[src/rtl/isolated_modulator_map.vh]
`ifndef ISOLATED_MODULATOR_MAP_VH
`define ISOLATED_MODULATOR_MAP_VH
// input sample scaling: code per volt is 16000, so 1 V = 16000 and 1.25 V = 20000
`define SAMPLE_WIDTH 16
`define CLIPPING_VOLTAGE_CODE 16'sh4E20
`define LINEAR_FULL_SCALE_RANGE_CODE 16'sh3E80
`define INTEG_WIDTH 24
// chopper runs at modulator clock / 32, toggling every half period
`define CHOP_DIVIDE 32
`define CHOP_HALF_PERIOD 5'h10
// marker bit every 128 modulator clocks while clipped
`define MARKER_PERIOD 128
`define MARKER_COUNT_WIDTH 7
// converter resonator sync pulse every N modulator clocks
`define DCDC_SYNC_DIVIDE 8
// pin synchroniser vector positions
`define PIN_MOD_CLK 0
`define PIN_DIGITAL_OK 1
`define PIN_ANALOG_OK 2
`define PIN_ISO_OK 3
`define PIN_HLDO_OK 4
`define PIN_LINK_OK 5
`define PIN_COUNT 6
`endif

[src/rtl/clip_marker.v]
`timescale 1ns/10ps
`include "isolated_modulator_map.vh"
module clip_marker #(
  parameter MARKER_PERIOD = `MARKER_PERIOD,
  parameter CW = `MARKER_COUNT_WIDTH
) (
  input wire core_clk,
  input wire arst_n,
  input wire bitTick,
  input wire clipPos,
  input wire clipNeg,
  input wire modBit,
  output wire streamBit
);
  localparam [31:0] PERIOD32 = MARKER_PERIOD;
  localparam [CW-1:0] LAST_SLOT = PERIOD32[CW-1:0] - 1'b1;
  reg [CW-1:0] markCnt_r;
  reg clipPos_r;
  reg clipNeg_r;
  wire lastSlot;
  wire entering;

  ////////////////////////////////////////////////////////////////////////////
  assign entering = (clipPos & ~clipPos_r) | (clipNeg & ~clipNeg_r);
  assign lastSlot = (markCnt_r == LAST_SLOT);

  // counter only advances on modulator ticks; restarts on each entry into clipping
  always @(posedge core_clk or negedge arst_n)
  begin
    if (!arst_n)
    begin
      markCnt_r <= {CW{1'b0}};
      clipPos_r <= 1'b0;
      clipNeg_r <= 1'b0;
    end
    else if (bitTick)
    begin
      clipPos_r <= clipPos;
      clipNeg_r <= clipNeg;
      if (entering || !(clipPos || clipNeg))
        markCnt_r <= {CW{1'b0}};
      else
        markCnt_r <= markCnt_r + 1'b1;
    end
  end

  ////////////////////////////////////////////////////////////////////////////
  // clipped stream is all zeros or all ones, with one opposite bit per period
  assign streamBit = clipPos ? ~(lastSlot & ~entering) :
                     clipNeg ? (lastSlot & ~entering) :
                     modBit;
endmodule // clip_marker

[src/rtl/isolated_modulator.v]
// Function
// - input buffer chopped at modulator clock divided by 32.
// - one-bit quantizer decision takes effect on the next modulator clock.
// - zero input gives a stream of 50 percent ones.
// - plus one volt gives 90 percent ones, code 58982 at 16 bits.
// - minus one volt gives 10 percent ones, code 6553 at 16 bits.
// - at or beyond 1.25 volts the stream clips to all zeros or ones.
// - while clipped, one opposite bit every 128 clocks shows the high side alive.
// - ones density equals input plus clip voltage over twice clip voltage.
// - each one bit keys the barrier carrier on, each zero keys it off.
// - isolated supply below undervoltage forces a zero stream.
// - health flag held low until supply regulates and bits flow.
// - no bits from high side pulls flag low and stream low.
// - isolated or regulator undervoltage pulls flag low and stream to zeros.
// - health flag is open drain, released when output bits are valid or below the digital reset threshold.
// - converter resonator synchronised to modulator clock.
// - host supplies the clock; one output bit per clock.
// - each output bit launched from the modulator clock rising edge.
// - digital outputs work above the digital reset threshold, before analog.
// - below digital reset threshold, digital outputs are not driven.
`timescale 1ns/10ps
`include "isolated_modulator_map.vh"
module isolated_modulator #(
  parameter SW = `SAMPLE_WIDTH,
  parameter IW = `INTEG_WIDTH,
  parameter signed [SW-1:0] CLIP_CODE = `CLIPPING_VOLTAGE_CODE,
  parameter signed [SW-1:0] CHOP_OFFSET = 16'sh0000,
  parameter DCDC_SYNC_DIVIDE = `DCDC_SYNC_DIVIDE
) (
  input wire core_clk,
  input wire arst_n,
  input wire modulator_clock_in,
  input wire signed [SW-1:0] inputSample,
  input wire digitalSupplyOk,
  input wire analogSupplyOk,
  input wire isolated_supply_ok,
  input wire high_side_regulator_ok,
  input wire highSideLinkOk,
  output wire bitOut,
  output wire bitOe,
  output wire health_flag_n,
  output wire healthFlagOe,
  output reg carrierOn,
  output reg chopPhase,
  output reg dcdcSyncPulse
);
  localparam [4:0] CHOP_HALF = `CHOP_HALF_PERIOD;
  localparam [31:0] SYNC_DIV32 = DCDC_SYNC_DIVIDE;
  localparam [3:0] SYNC_LAST = SYNC_DIV32[3:0] - 4'h1;

  // sign-extend a sample to integrator width
  function signed [IW-1:0] ext;
    input signed [SW-1:0] v;
    begin
      ext = {{(IW-SW){v[SW-1]}}, v};
    end
  endfunction

  ////////////////////////////////////////////////////////////////////////////
  // pin synchronisers: three flops, a change counts once stages two and three agree
  reg [`PIN_COUNT-1:0] pinS1_r;
  reg [`PIN_COUNT-1:0] pinS2_r;
  reg [`PIN_COUNT-1:0] pinS3_r;
  reg [`PIN_COUNT-1:0] pinF_r;
  wire [`PIN_COUNT-1:0] pinRaw;
  wire [`PIN_COUNT-1:0] pinF_nxt;

  assign pinRaw = {highSideLinkOk, high_side_regulator_ok, isolated_supply_ok,
                   analogSupplyOk, digitalSupplyOk, modulator_clock_in};
  assign pinF_nxt = (pinS2_r & ~(pinS2_r ^ pinS3_r)) | (pinF_r & (pinS2_r ^ pinS3_r));

  always @(posedge core_clk or negedge arst_n)
  begin
    if (!arst_n)
    begin
      pinS1_r <= {`PIN_COUNT{1'b0}};
      pinS2_r <= {`PIN_COUNT{1'b0}};
      pinS3_r <= {`PIN_COUNT{1'b0}};
      pinF_r <= {`PIN_COUNT{1'b0}};
    end
    else
    begin
      pinS1_r <= pinRaw;
      pinS2_r <= pinS1_r;
      pinS3_r <= pinS2_r;
      pinF_r <= pinF_nxt;
    end
  end

  wire bitTick;
  wire digitalOk;
  wire analogOk;
  wire supplyOk;
  wire linkOk;
  wire running;
  // one bit per host clock rising edge
  assign bitTick = pinF_nxt[`PIN_MOD_CLK] & ~pinF_r[`PIN_MOD_CLK];
  assign digitalOk = pinF_r[`PIN_DIGITAL_OK];
  assign analogOk = pinF_r[`PIN_ANALOG_OK] & digitalOk;
  assign supplyOk = pinF_r[`PIN_ISO_OK] & pinF_r[`PIN_HLDO_OK];
  assign linkOk = pinF_r[`PIN_LINK_OK];
  assign running = analogOk & supplyOk;

  ////////////////////////////////////////////////////////////////////////////
  // chopper and converter sync, both counted in modulator clocks
  reg [4:0] chopCnt_r;
  reg [3:0] syncCnt_r;

  always @(posedge core_clk or negedge arst_n)
  begin
    if (!arst_n)
    begin
      chopCnt_r <= 5'h00;
      chopPhase <= 1'b0;
      syncCnt_r <= 4'h0;
      dcdcSyncPulse <= 1'b0;
    end
    else
    begin
      dcdcSyncPulse <= 1'b0;
      if (bitTick && running)
      begin
        if (chopCnt_r == CHOP_HALF - 1'b1)
        begin
          chopCnt_r <= 5'h00;
          chopPhase <= ~chopPhase;
        end
        else
          chopCnt_r <= chopCnt_r + 1'b1;
        if (syncCnt_r == SYNC_LAST)
        begin
          syncCnt_r <= 4'h0;
          dcdcSyncPulse <= 1'b1;
        end
        else
          syncCnt_r <= syncCnt_r + 1'b1;
      end
    end
  end

  ////////////////////////////////////////////////////////////////////////////
  // second-order modulator, feedback levels of plus and minus clip voltage
  reg signed [IW-1:0] integ1_r;
  reg signed [IW-1:0] integ2_r;
  reg quantBit_r;
  reg started_r;
  wire signed [IW-1:0] fb;
  wire signed [IW-1:0] xin;
  wire signed [IW-1:0] integ1_nxt;
  wire signed [IW-1:0] integ2_nxt;
  wire clipPos;
  wire clipNeg;

  // chopped offset flips sign every half chop period, so it averages out
  assign xin = ext(inputSample) + (chopPhase ? ext(CHOP_OFFSET) : -ext(CHOP_OFFSET));
  assign fb = quantBit_r ? ext(CLIP_CODE) : -ext(CLIP_CODE);
  assign integ1_nxt = integ1_r + xin - fb;
  assign integ2_nxt = integ2_r + integ1_nxt - fb;
  assign clipPos = inputSample >= CLIP_CODE;
  assign clipNeg = inputSample <= -CLIP_CODE;

  // integrators held at zero while clipped, so leaving full scale has no windup
  always @(posedge core_clk or negedge arst_n)
  begin
    if (!arst_n)
    begin
      integ1_r <= {IW{1'b0}};
      integ2_r <= {IW{1'b0}};
      quantBit_r <= 1'b0;
      started_r <= 1'b0;
    end
    else if (!running)
    begin
      integ1_r <= {IW{1'b0}};
      integ2_r <= {IW{1'b0}};
      quantBit_r <= 1'b0;
      started_r <= 1'b0;
    end
    else if (bitTick)
    begin
      started_r <= 1'b1;
      if (clipPos || clipNeg)
      begin
        integ1_r <= {IW{1'b0}};
        integ2_r <= {IW{1'b0}};
        quantBit_r <= clipPos;
      end
      else
      begin
        integ1_r <= integ1_nxt;
        integ2_r <= integ2_nxt;
        // density tracks (vin + clip) / (2 clip): 50, 90, 10 percent at 0, +1, -1 V
        quantBit_r <= ~integ2_nxt[IW-1];
      end
    end
  end

  ////////////////////////////////////////////////////////////////////////////
  // full-scale limiting and marker insertion
  wire streamBit;

  clip_marker #(
    .MARKER_PERIOD(`MARKER_PERIOD),
    .CW(`MARKER_COUNT_WIDTH)
  ) uMarker (
    .core_clk(core_clk),
    .arst_n(arst_n),
    .bitTick(bitTick),
    .clipPos(clipPos),
    .clipNeg(clipNeg),
    .modBit(quantBit_r),
    .streamBit(streamBit)
  );

  ////////////////////////////////////////////////////////////////////////////
  // output stage: bit launched on each host clock rise, zeros on any fault
  reg bitOut_r;
  reg healthy_r;
  wire validNow;

  assign validNow = running & linkOk & started_r;

  always @(posedge core_clk or negedge arst_n)
  begin
    if (!arst_n)
    begin
      bitOut_r <= 1'b0;
      carrierOn <= 1'b0;
      healthy_r <= 1'b0;
    end
    else
    begin
      // fault response is immediate, not waiting for the next host clock
      if (!validNow)
      begin
        bitOut_r <= 1'b0;
        carrierOn <= 1'b0;
      end
      else if (bitTick)
      begin
        bitOut_r <= streamBit;
        carrierOn <= streamBit;
      end
      healthy_r <= validNow;
    end
  end

  // both pins float below the digital reset threshold
  assign bitOut = bitOut_r;
  assign bitOe = digitalOk;
  assign health_flag_n = 1'b0;
  assign healthFlagOe = digitalOk & ~healthy_r;
endmodule // isolated_modulator

[config.mk]
export PLATFORM = sky130hd
export DESIGN_NAME = isolated_modulator
export DESIGN_NICKNAME = d
export VERILOG_FILES = /design/src/rtl/clip_marker.v /design/src/rtl/isolated_modulator.v
export VERILOG_INCLUDE_DIRS = /design/src /design/src/rtl
export SDC_FILE = /design/constraint.sdc
export NUM_CORES = 1
export LEC_CHECK = 0
export BUFFER_PORTS_ARGS = -buffer_cell sky130_fd_sc_hd__buf_2
export CORE_AREA = 2 2 117 119
export CTS_BUF_LIST = sky130_fd_sc_hd__clkbuf_4 sky130_fd_sc_hd__clkbuf_8
export CTS_CLUSTER_DIAMETER = 100
export DETAILED_ROUTE_END_ITERATION = 10
export DIE_AREA = 0 0 119 121
export HOLD_SLACK_MARGIN = 0.05
export PLACE_DENSITY = 0.69
export SLEW_MARGIN = 20
export SYNTH_ARGS = -nofsm -noshare
export SYNTH_HDL_FRONTEND = slang
export SYNTH_SLANG_ARGS = --single-unit
[constraint.sdc]
create_clock -name core_clk -period 8.7 [get_ports core_clk]
set_input_delay 1.74 -clock core_clk [delete_from_list [all_inputs] [get_ports core_clk]]
set_output_delay 1.74 -clock core_clk [all_outputs]
set_load 0.005 [all_outputs]
Word-level counts from Yosys, hierarchy flattened. Cells that the tools add are included.

Output and inout bits: 7. Register bits: 96. Input bits: 24. Word-level logic and storage cells: 81.

Add/sub/neg operators: 7. Equal/unequal tests: 5. Reduce and logical (&&, ||, !) cells: 5. Mux-type cells: 21. Bitwise gates (word level): 24. Order comparisons: 2.

Operator list (count): 24-bit 2-to-1 mux (7); 24-bit subtractor (2); 24-bit by 16-bit adder with 24-bit output (1); 24-bit adder (1); 16-bit >= comparator, second input constant (1); 16-bit less-or-equal comparator, second input constant (1); 6-bit AND (2); 1-bit 2-to-1 mux (11); 1-bit AND (10); 1-bit NOT (8); 7-bit by 1-bit adder with 7-bit output, second input constant (1); 7-bit == test, second input constant (1); 7-bit 2-to-1 mux (1); 6-bit NOT (1); 6-bit bitwise OR (1); 6-bit XOR (1); 5-bit by 1-bit adder with 5-bit output, second input constant (1); 5-bit by 4-bit == test with 1-bit output, second input constant (1); 5-bit 2-to-1 mux (1); 4-bit by 1-bit adder with 4-bit output, second input constant (1); 4-bit by 3-bit == test with 1-bit output, second input constant (1); 4-bit 2-to-1 mux (1); 2-bit inequality test, second input constant (2); 1-bit logical OR (2); 4 further kinds (4).

Depth between registers and ports, before layout.
Word-level depth: 9. Depth in mapped cells: 24. Mapped depth without buffers: 24.

Cells and area by module. From an unflattened synthesis, not the netlist that was laid out.

Cell total of the unflattened synthesis: 695. Area total of the unflattened synthesis: 6822.8 um^2.

Modules (own cells, without submodules): isolated_modulator (area an instance 6298.5 um^2, times used 1, seq. area each 2177.1 um^2, cells an instance 644); clip_marker (area an instance 524.3 um^2, times used 1, seq. area each 225.2 um^2, cells an instance 51).

Worst setup path after synthesis. No wires, ideal clock.

Kind: in2reg. Start point: input inputSample[10]. End point: register integ2_r[22]. Setup time: 0.132 ns. Slack: 2.599 ns. Stages: 18. Arrival: 5.969 ns. Required time: 8.568 ns. Buffers on the path: 0. Path through: inv_1 fa_1 inv_1 ha_1 a21oi_1 a21boi_0 a21oi_1 o21ai_0 a311oi_1 xnor2_1 fa_1 ha_1 and3_1 a2111oi_0 a31o_2 o21ai_0 xnor2_1 o21ai_0.

Word-level cells in the longest chain between the ends: 7. Elaborated cells on any way between the ends: 10. Those cells by class: add/sub: 4; order compare: 2; mux: 3; reduce/logical: 1.

RTL lines: start, declared (line isolated_modulator.v:33) `input wire signed [SW-1:0] inputSample,`; 24-bit by 16-bit adder with 24-bit output (line isolated_modulator.v:157) `assign integ1_nxt = integ1_r + xin - fb;`; 24-bit subtractor (line isolated_modulator.v:157); 24-bit adder (line isolated_modulator.v:158) `assign integ2_nxt = integ2_r + integ1_nxt - fb;`; 24-bit subtractor (line isolated_modulator.v:158); 24-bit 2-to-1 mux * (line isolated_modulator.v:182) `if (clipPos || clipNeg)`; 24-bit 2-to-1 mux * (line isolated_modulator.v:179) `else if (bitTick)`; 24-bit 2-to-1 mux * (line isolated_modulator.v:172) `else if (!running)`; end signal, assigned (line isolated_modulator.v:175) `integ2_r <= {IW{1'b0}};`; end signal, assigned (line isolated_modulator.v:185) `integ2_r <= {IW{1'b0}};`; end signal, assigned (line isolated_modulator.v:191) `integ2_r <= integ2_nxt;`; end, declared (line isolated_modulator.v:144) `reg signed [IW-1:0] integ2_r;`.

Mark *: on every way between the ends. The rest lies on a longest branch, timed or not. The select of a mux whose other input is x is not followed. A chain may end at the register's enable or synchronous reset.

Worst setup path after layout.
Start point: input inputSample[6]. End point: register integ2_r[22].

Same word-level chain as after synthesis.

==> results.ini <==
[outcome]
status=complete, no violations

[setup_path]
r2r_start=quantBit_r
crit_required_ps=8990
cpMostUsedCell=o21ai_0
cp-end-kind=flop
setup.worst_path.end=integ2_r[22]
crit_slowest_cell=a2111oi_0
start_kind=primary input
reg2reg_setup_slack_ps=2940
criticalPathCategory=primary input to flop
startpoint=inputSample[6]
cp.arrival_ps=6660
rr_worst_depth=18
r2r-end=integ2_r[22]
crit_path_cell_trace=buf_2 > inv_1 > fa_1 > inv_1 > ha_1 > nand3_1 > nor3_1 > nor2_1 > o21ai_0 > a311oi_1 > xnor2_1 > fa_1 > ha_1 > a21oi_1 > nor2b_1 > a2111oi_0 > a31o_2 > o21ai_0 > xnor2_1 > o21ai_0
cp_slowest_stage_delay_ps=670
crit_fanout=6

[timing]
setup_violations=0
timing.final.crit_share=0.732
fmax_mhz=157
report.final.slew_viol_count=0
rsz0062_at_grt=no
tightest_slew_ps=890
min_period_ps=6370
final-hold-violation-count=0
timing.setup.tns_ps=0
slew_headroom=0.404
clock_skew_ps=17.1

[clock_network]
cts_tree=done
hold_buffers=0
clkTransAtPathRegs_ps=110
numCtsBuffers=9
worstSkewPairLatency_ps=380
htree_levels=3
clockBufferDepth=2
post_cts_buffers=0
cts-resized-gates=0
cts.sinks=96
clockRootBuffer=clkbuf_8

[finish]
layout-drive-gt1-share=0.0918
fin_area_um2=7340
synthToLayoutAreaGrowth_pct=8.30
fill_cells=1143
final_nets=854
diodes=0

[place]
placed_cell_area_um2=7120
port_buffers=29
gp_congestion=0.934
dpl.hpwl_mm=10.4

[synthesis]
syn_nets=826
synth_area_um2=6780
synth_cell_type_count=59
synth_area_per_cell_um2=9.58
syn_inst=708
synth_seq_cells=96
netlist_top_cells_count=dfrtp_1 (96), nand2_1 (72), inv_1 (71)
synth_top_cell_area_share=0.354
synthTopCellsByArea=dfrtp_1 (35%), ha_1 (11%), fa_1 (10%)
async_reset_ff_frac=1.00
synth_edf_count=0
synth.most_common_cell=dfrtp_1
synth_largest_area_cell=dfrtp_1
ys_seq_area_frac=0.354
synth_warnings=0
synthFlopType=dfrtp_1

[global_route]
overflow=0
grt_pass1_wl_mm=23.8
use_met2=0.350
grt_usage=0.206
use_met3=0.0352
antenna_found_initial=0
grt_max_degree=50
top_usage_layer=met2
use_met1=0.270
grt_pass1_vias=5183

[detailed_routing]
firstDrtPassIters=5
wirelength_mm=13.7
drt_iter0_drc=338
ant_nets=0
drc_errors=0
viasPerCell=5.49
wl_per_cell_um=15.0
vias=5038

[power_and_ir_drop]
power_density_nw_per_um2=150
vdd_drop_max_mv=0.0858
p_leak_nw=3.47

[floorplan]
start_util=0.518
die_h_um=121
die_w_um=119
dieArea_um2=14400
design.core.area_um2=13100
rows=42
pin_count=31

[job]
maxCapViolCount=0

[min_path]
hold_path.class=flop to flop

==> layout by cell type (no fill, tap or decap), types with 25 or more instances in the layout <==
cell / instances
inv_1: 71
o21ai_0: 64
fa_1: 34
nor2_1: 41
ha_1: 60
buf_2: 28
nand2_1: 72
dfrtp_1: 95
xor2_1: 25
a21oi_1: 37
==> metrics by stage <==
step / setup WS, ps / hold slack [ps] / power, mW / utilization / cells
2_1_floorplan: 2600 / 331 / 0.718 / - / 708
3_3_place_gp: 2140 / 332 / 0.781 / 0.544 / 901
3_5_place_dp: 2040 / 336 / 0.790 / 0.544 / 901
4_1_cts: 2450 / 353 / 1.12 / 0.561 / 917
5_1_grt: 1960 / 353 / 1.18 / 0.561 / 917
6_report: 2330 / 347 / 1.10 / 0.561 / 917
==> registers in the layout, indices dropped and copies added, names as in the netlist, named ones only <==
register           count
pinS3_r                6
integ2_r              24
healthy_r              1
quantBit_r             1
integ1_r              24
syncCnt_r              4
uMarker.clipNeg_r      1
started_r              1
chopPhase              1
dcdcSyncPulse          1
pinS2_r                6
pinS1_r                6
pinF_r                 1
uMarker.markCnt_r      7
bitOut                 1
chopCnt_r              5
uMarker.clipPos_r      1
==> layout make-up <==
type / count / area (um^2) / share of cell area
well taps: 176 / 220 / 0.0300
clock buffers: 10 / 138 / 0.0187
clock inverters: 6 / 86.3 / 0.0118
repair buffers: 33 / 178 / 0.0242
inverters: 71 / 267 / 0.0363
flip-flops and latches: 96 / 2400 / 0.327
multi-input cells: 525 / 4050 / 0.552
==> logic make-up (layout without fill, tap and decap cells) <==
| kind of cell | Yosys count | after routing | share of synthesized area |
|---|---|---|---|
| flops | 96 | 96 | 0.354 |
| simple gates | 195 | 195 | 0.138 |
| fa+ha+maj | 100 | 100 | 0.220 |
| compound gates | 178 | 178 | 0.170 |
| buf+inv | 87 | 120 | 0.0493 |
| other cells | 1 | 1 | 0.000553 |
| xor+xnor | 47 | 47 | 0.0607 |
| mux | 4 | 4 | 0.00646 |
==> critical path, delay by kind of cell <==
family | cells | cell delay, ps
xor+xnor | 2 | 400
buf+inv | 3 | 190
fa+ha+maj | 4 | 1750
compound gates | 7 | 1900
simple gates | 4 | 660
==> power by group <==
part | switching [mW] | internal, mW | leakage, nW
logic | 0.175 | 0.129 | 2.08
registers | 0.0143 | 0.464 | 1.28
clock network | 0.172 | 0.149 | 0.114
==> worst min path at each step <==
stage / start / end / slack [ps] / depth (start not counted)
3_5_place_dp: pinS1_r[0] / pinS2_r[0] / 340 / 0
3_3_place_gp: pinS1_r[0] / pinS2_r[0] / 330 / 0
2_1_floorplan: pinS1_r[0] / pinS2_r[0] / 330 / 0
5_1_grt: pinS1_r[0] / pinS2_r[0] / 350 / 0
6_report: pinS1_r[0] / pinS2_r[0] / 350 / 0
4_1_cts: pinS1_r[0] / pinS2_r[0] / 350 / 0
==> routing by layer <==
metal	up-vias	part of all wire
met5	-	0
met4	0	0.014
met3	16	0.033
met2	90	0.49
met1	2436	0.47
li1	2496	-
No activity file was read; power rests on OpenSTA's default activity.
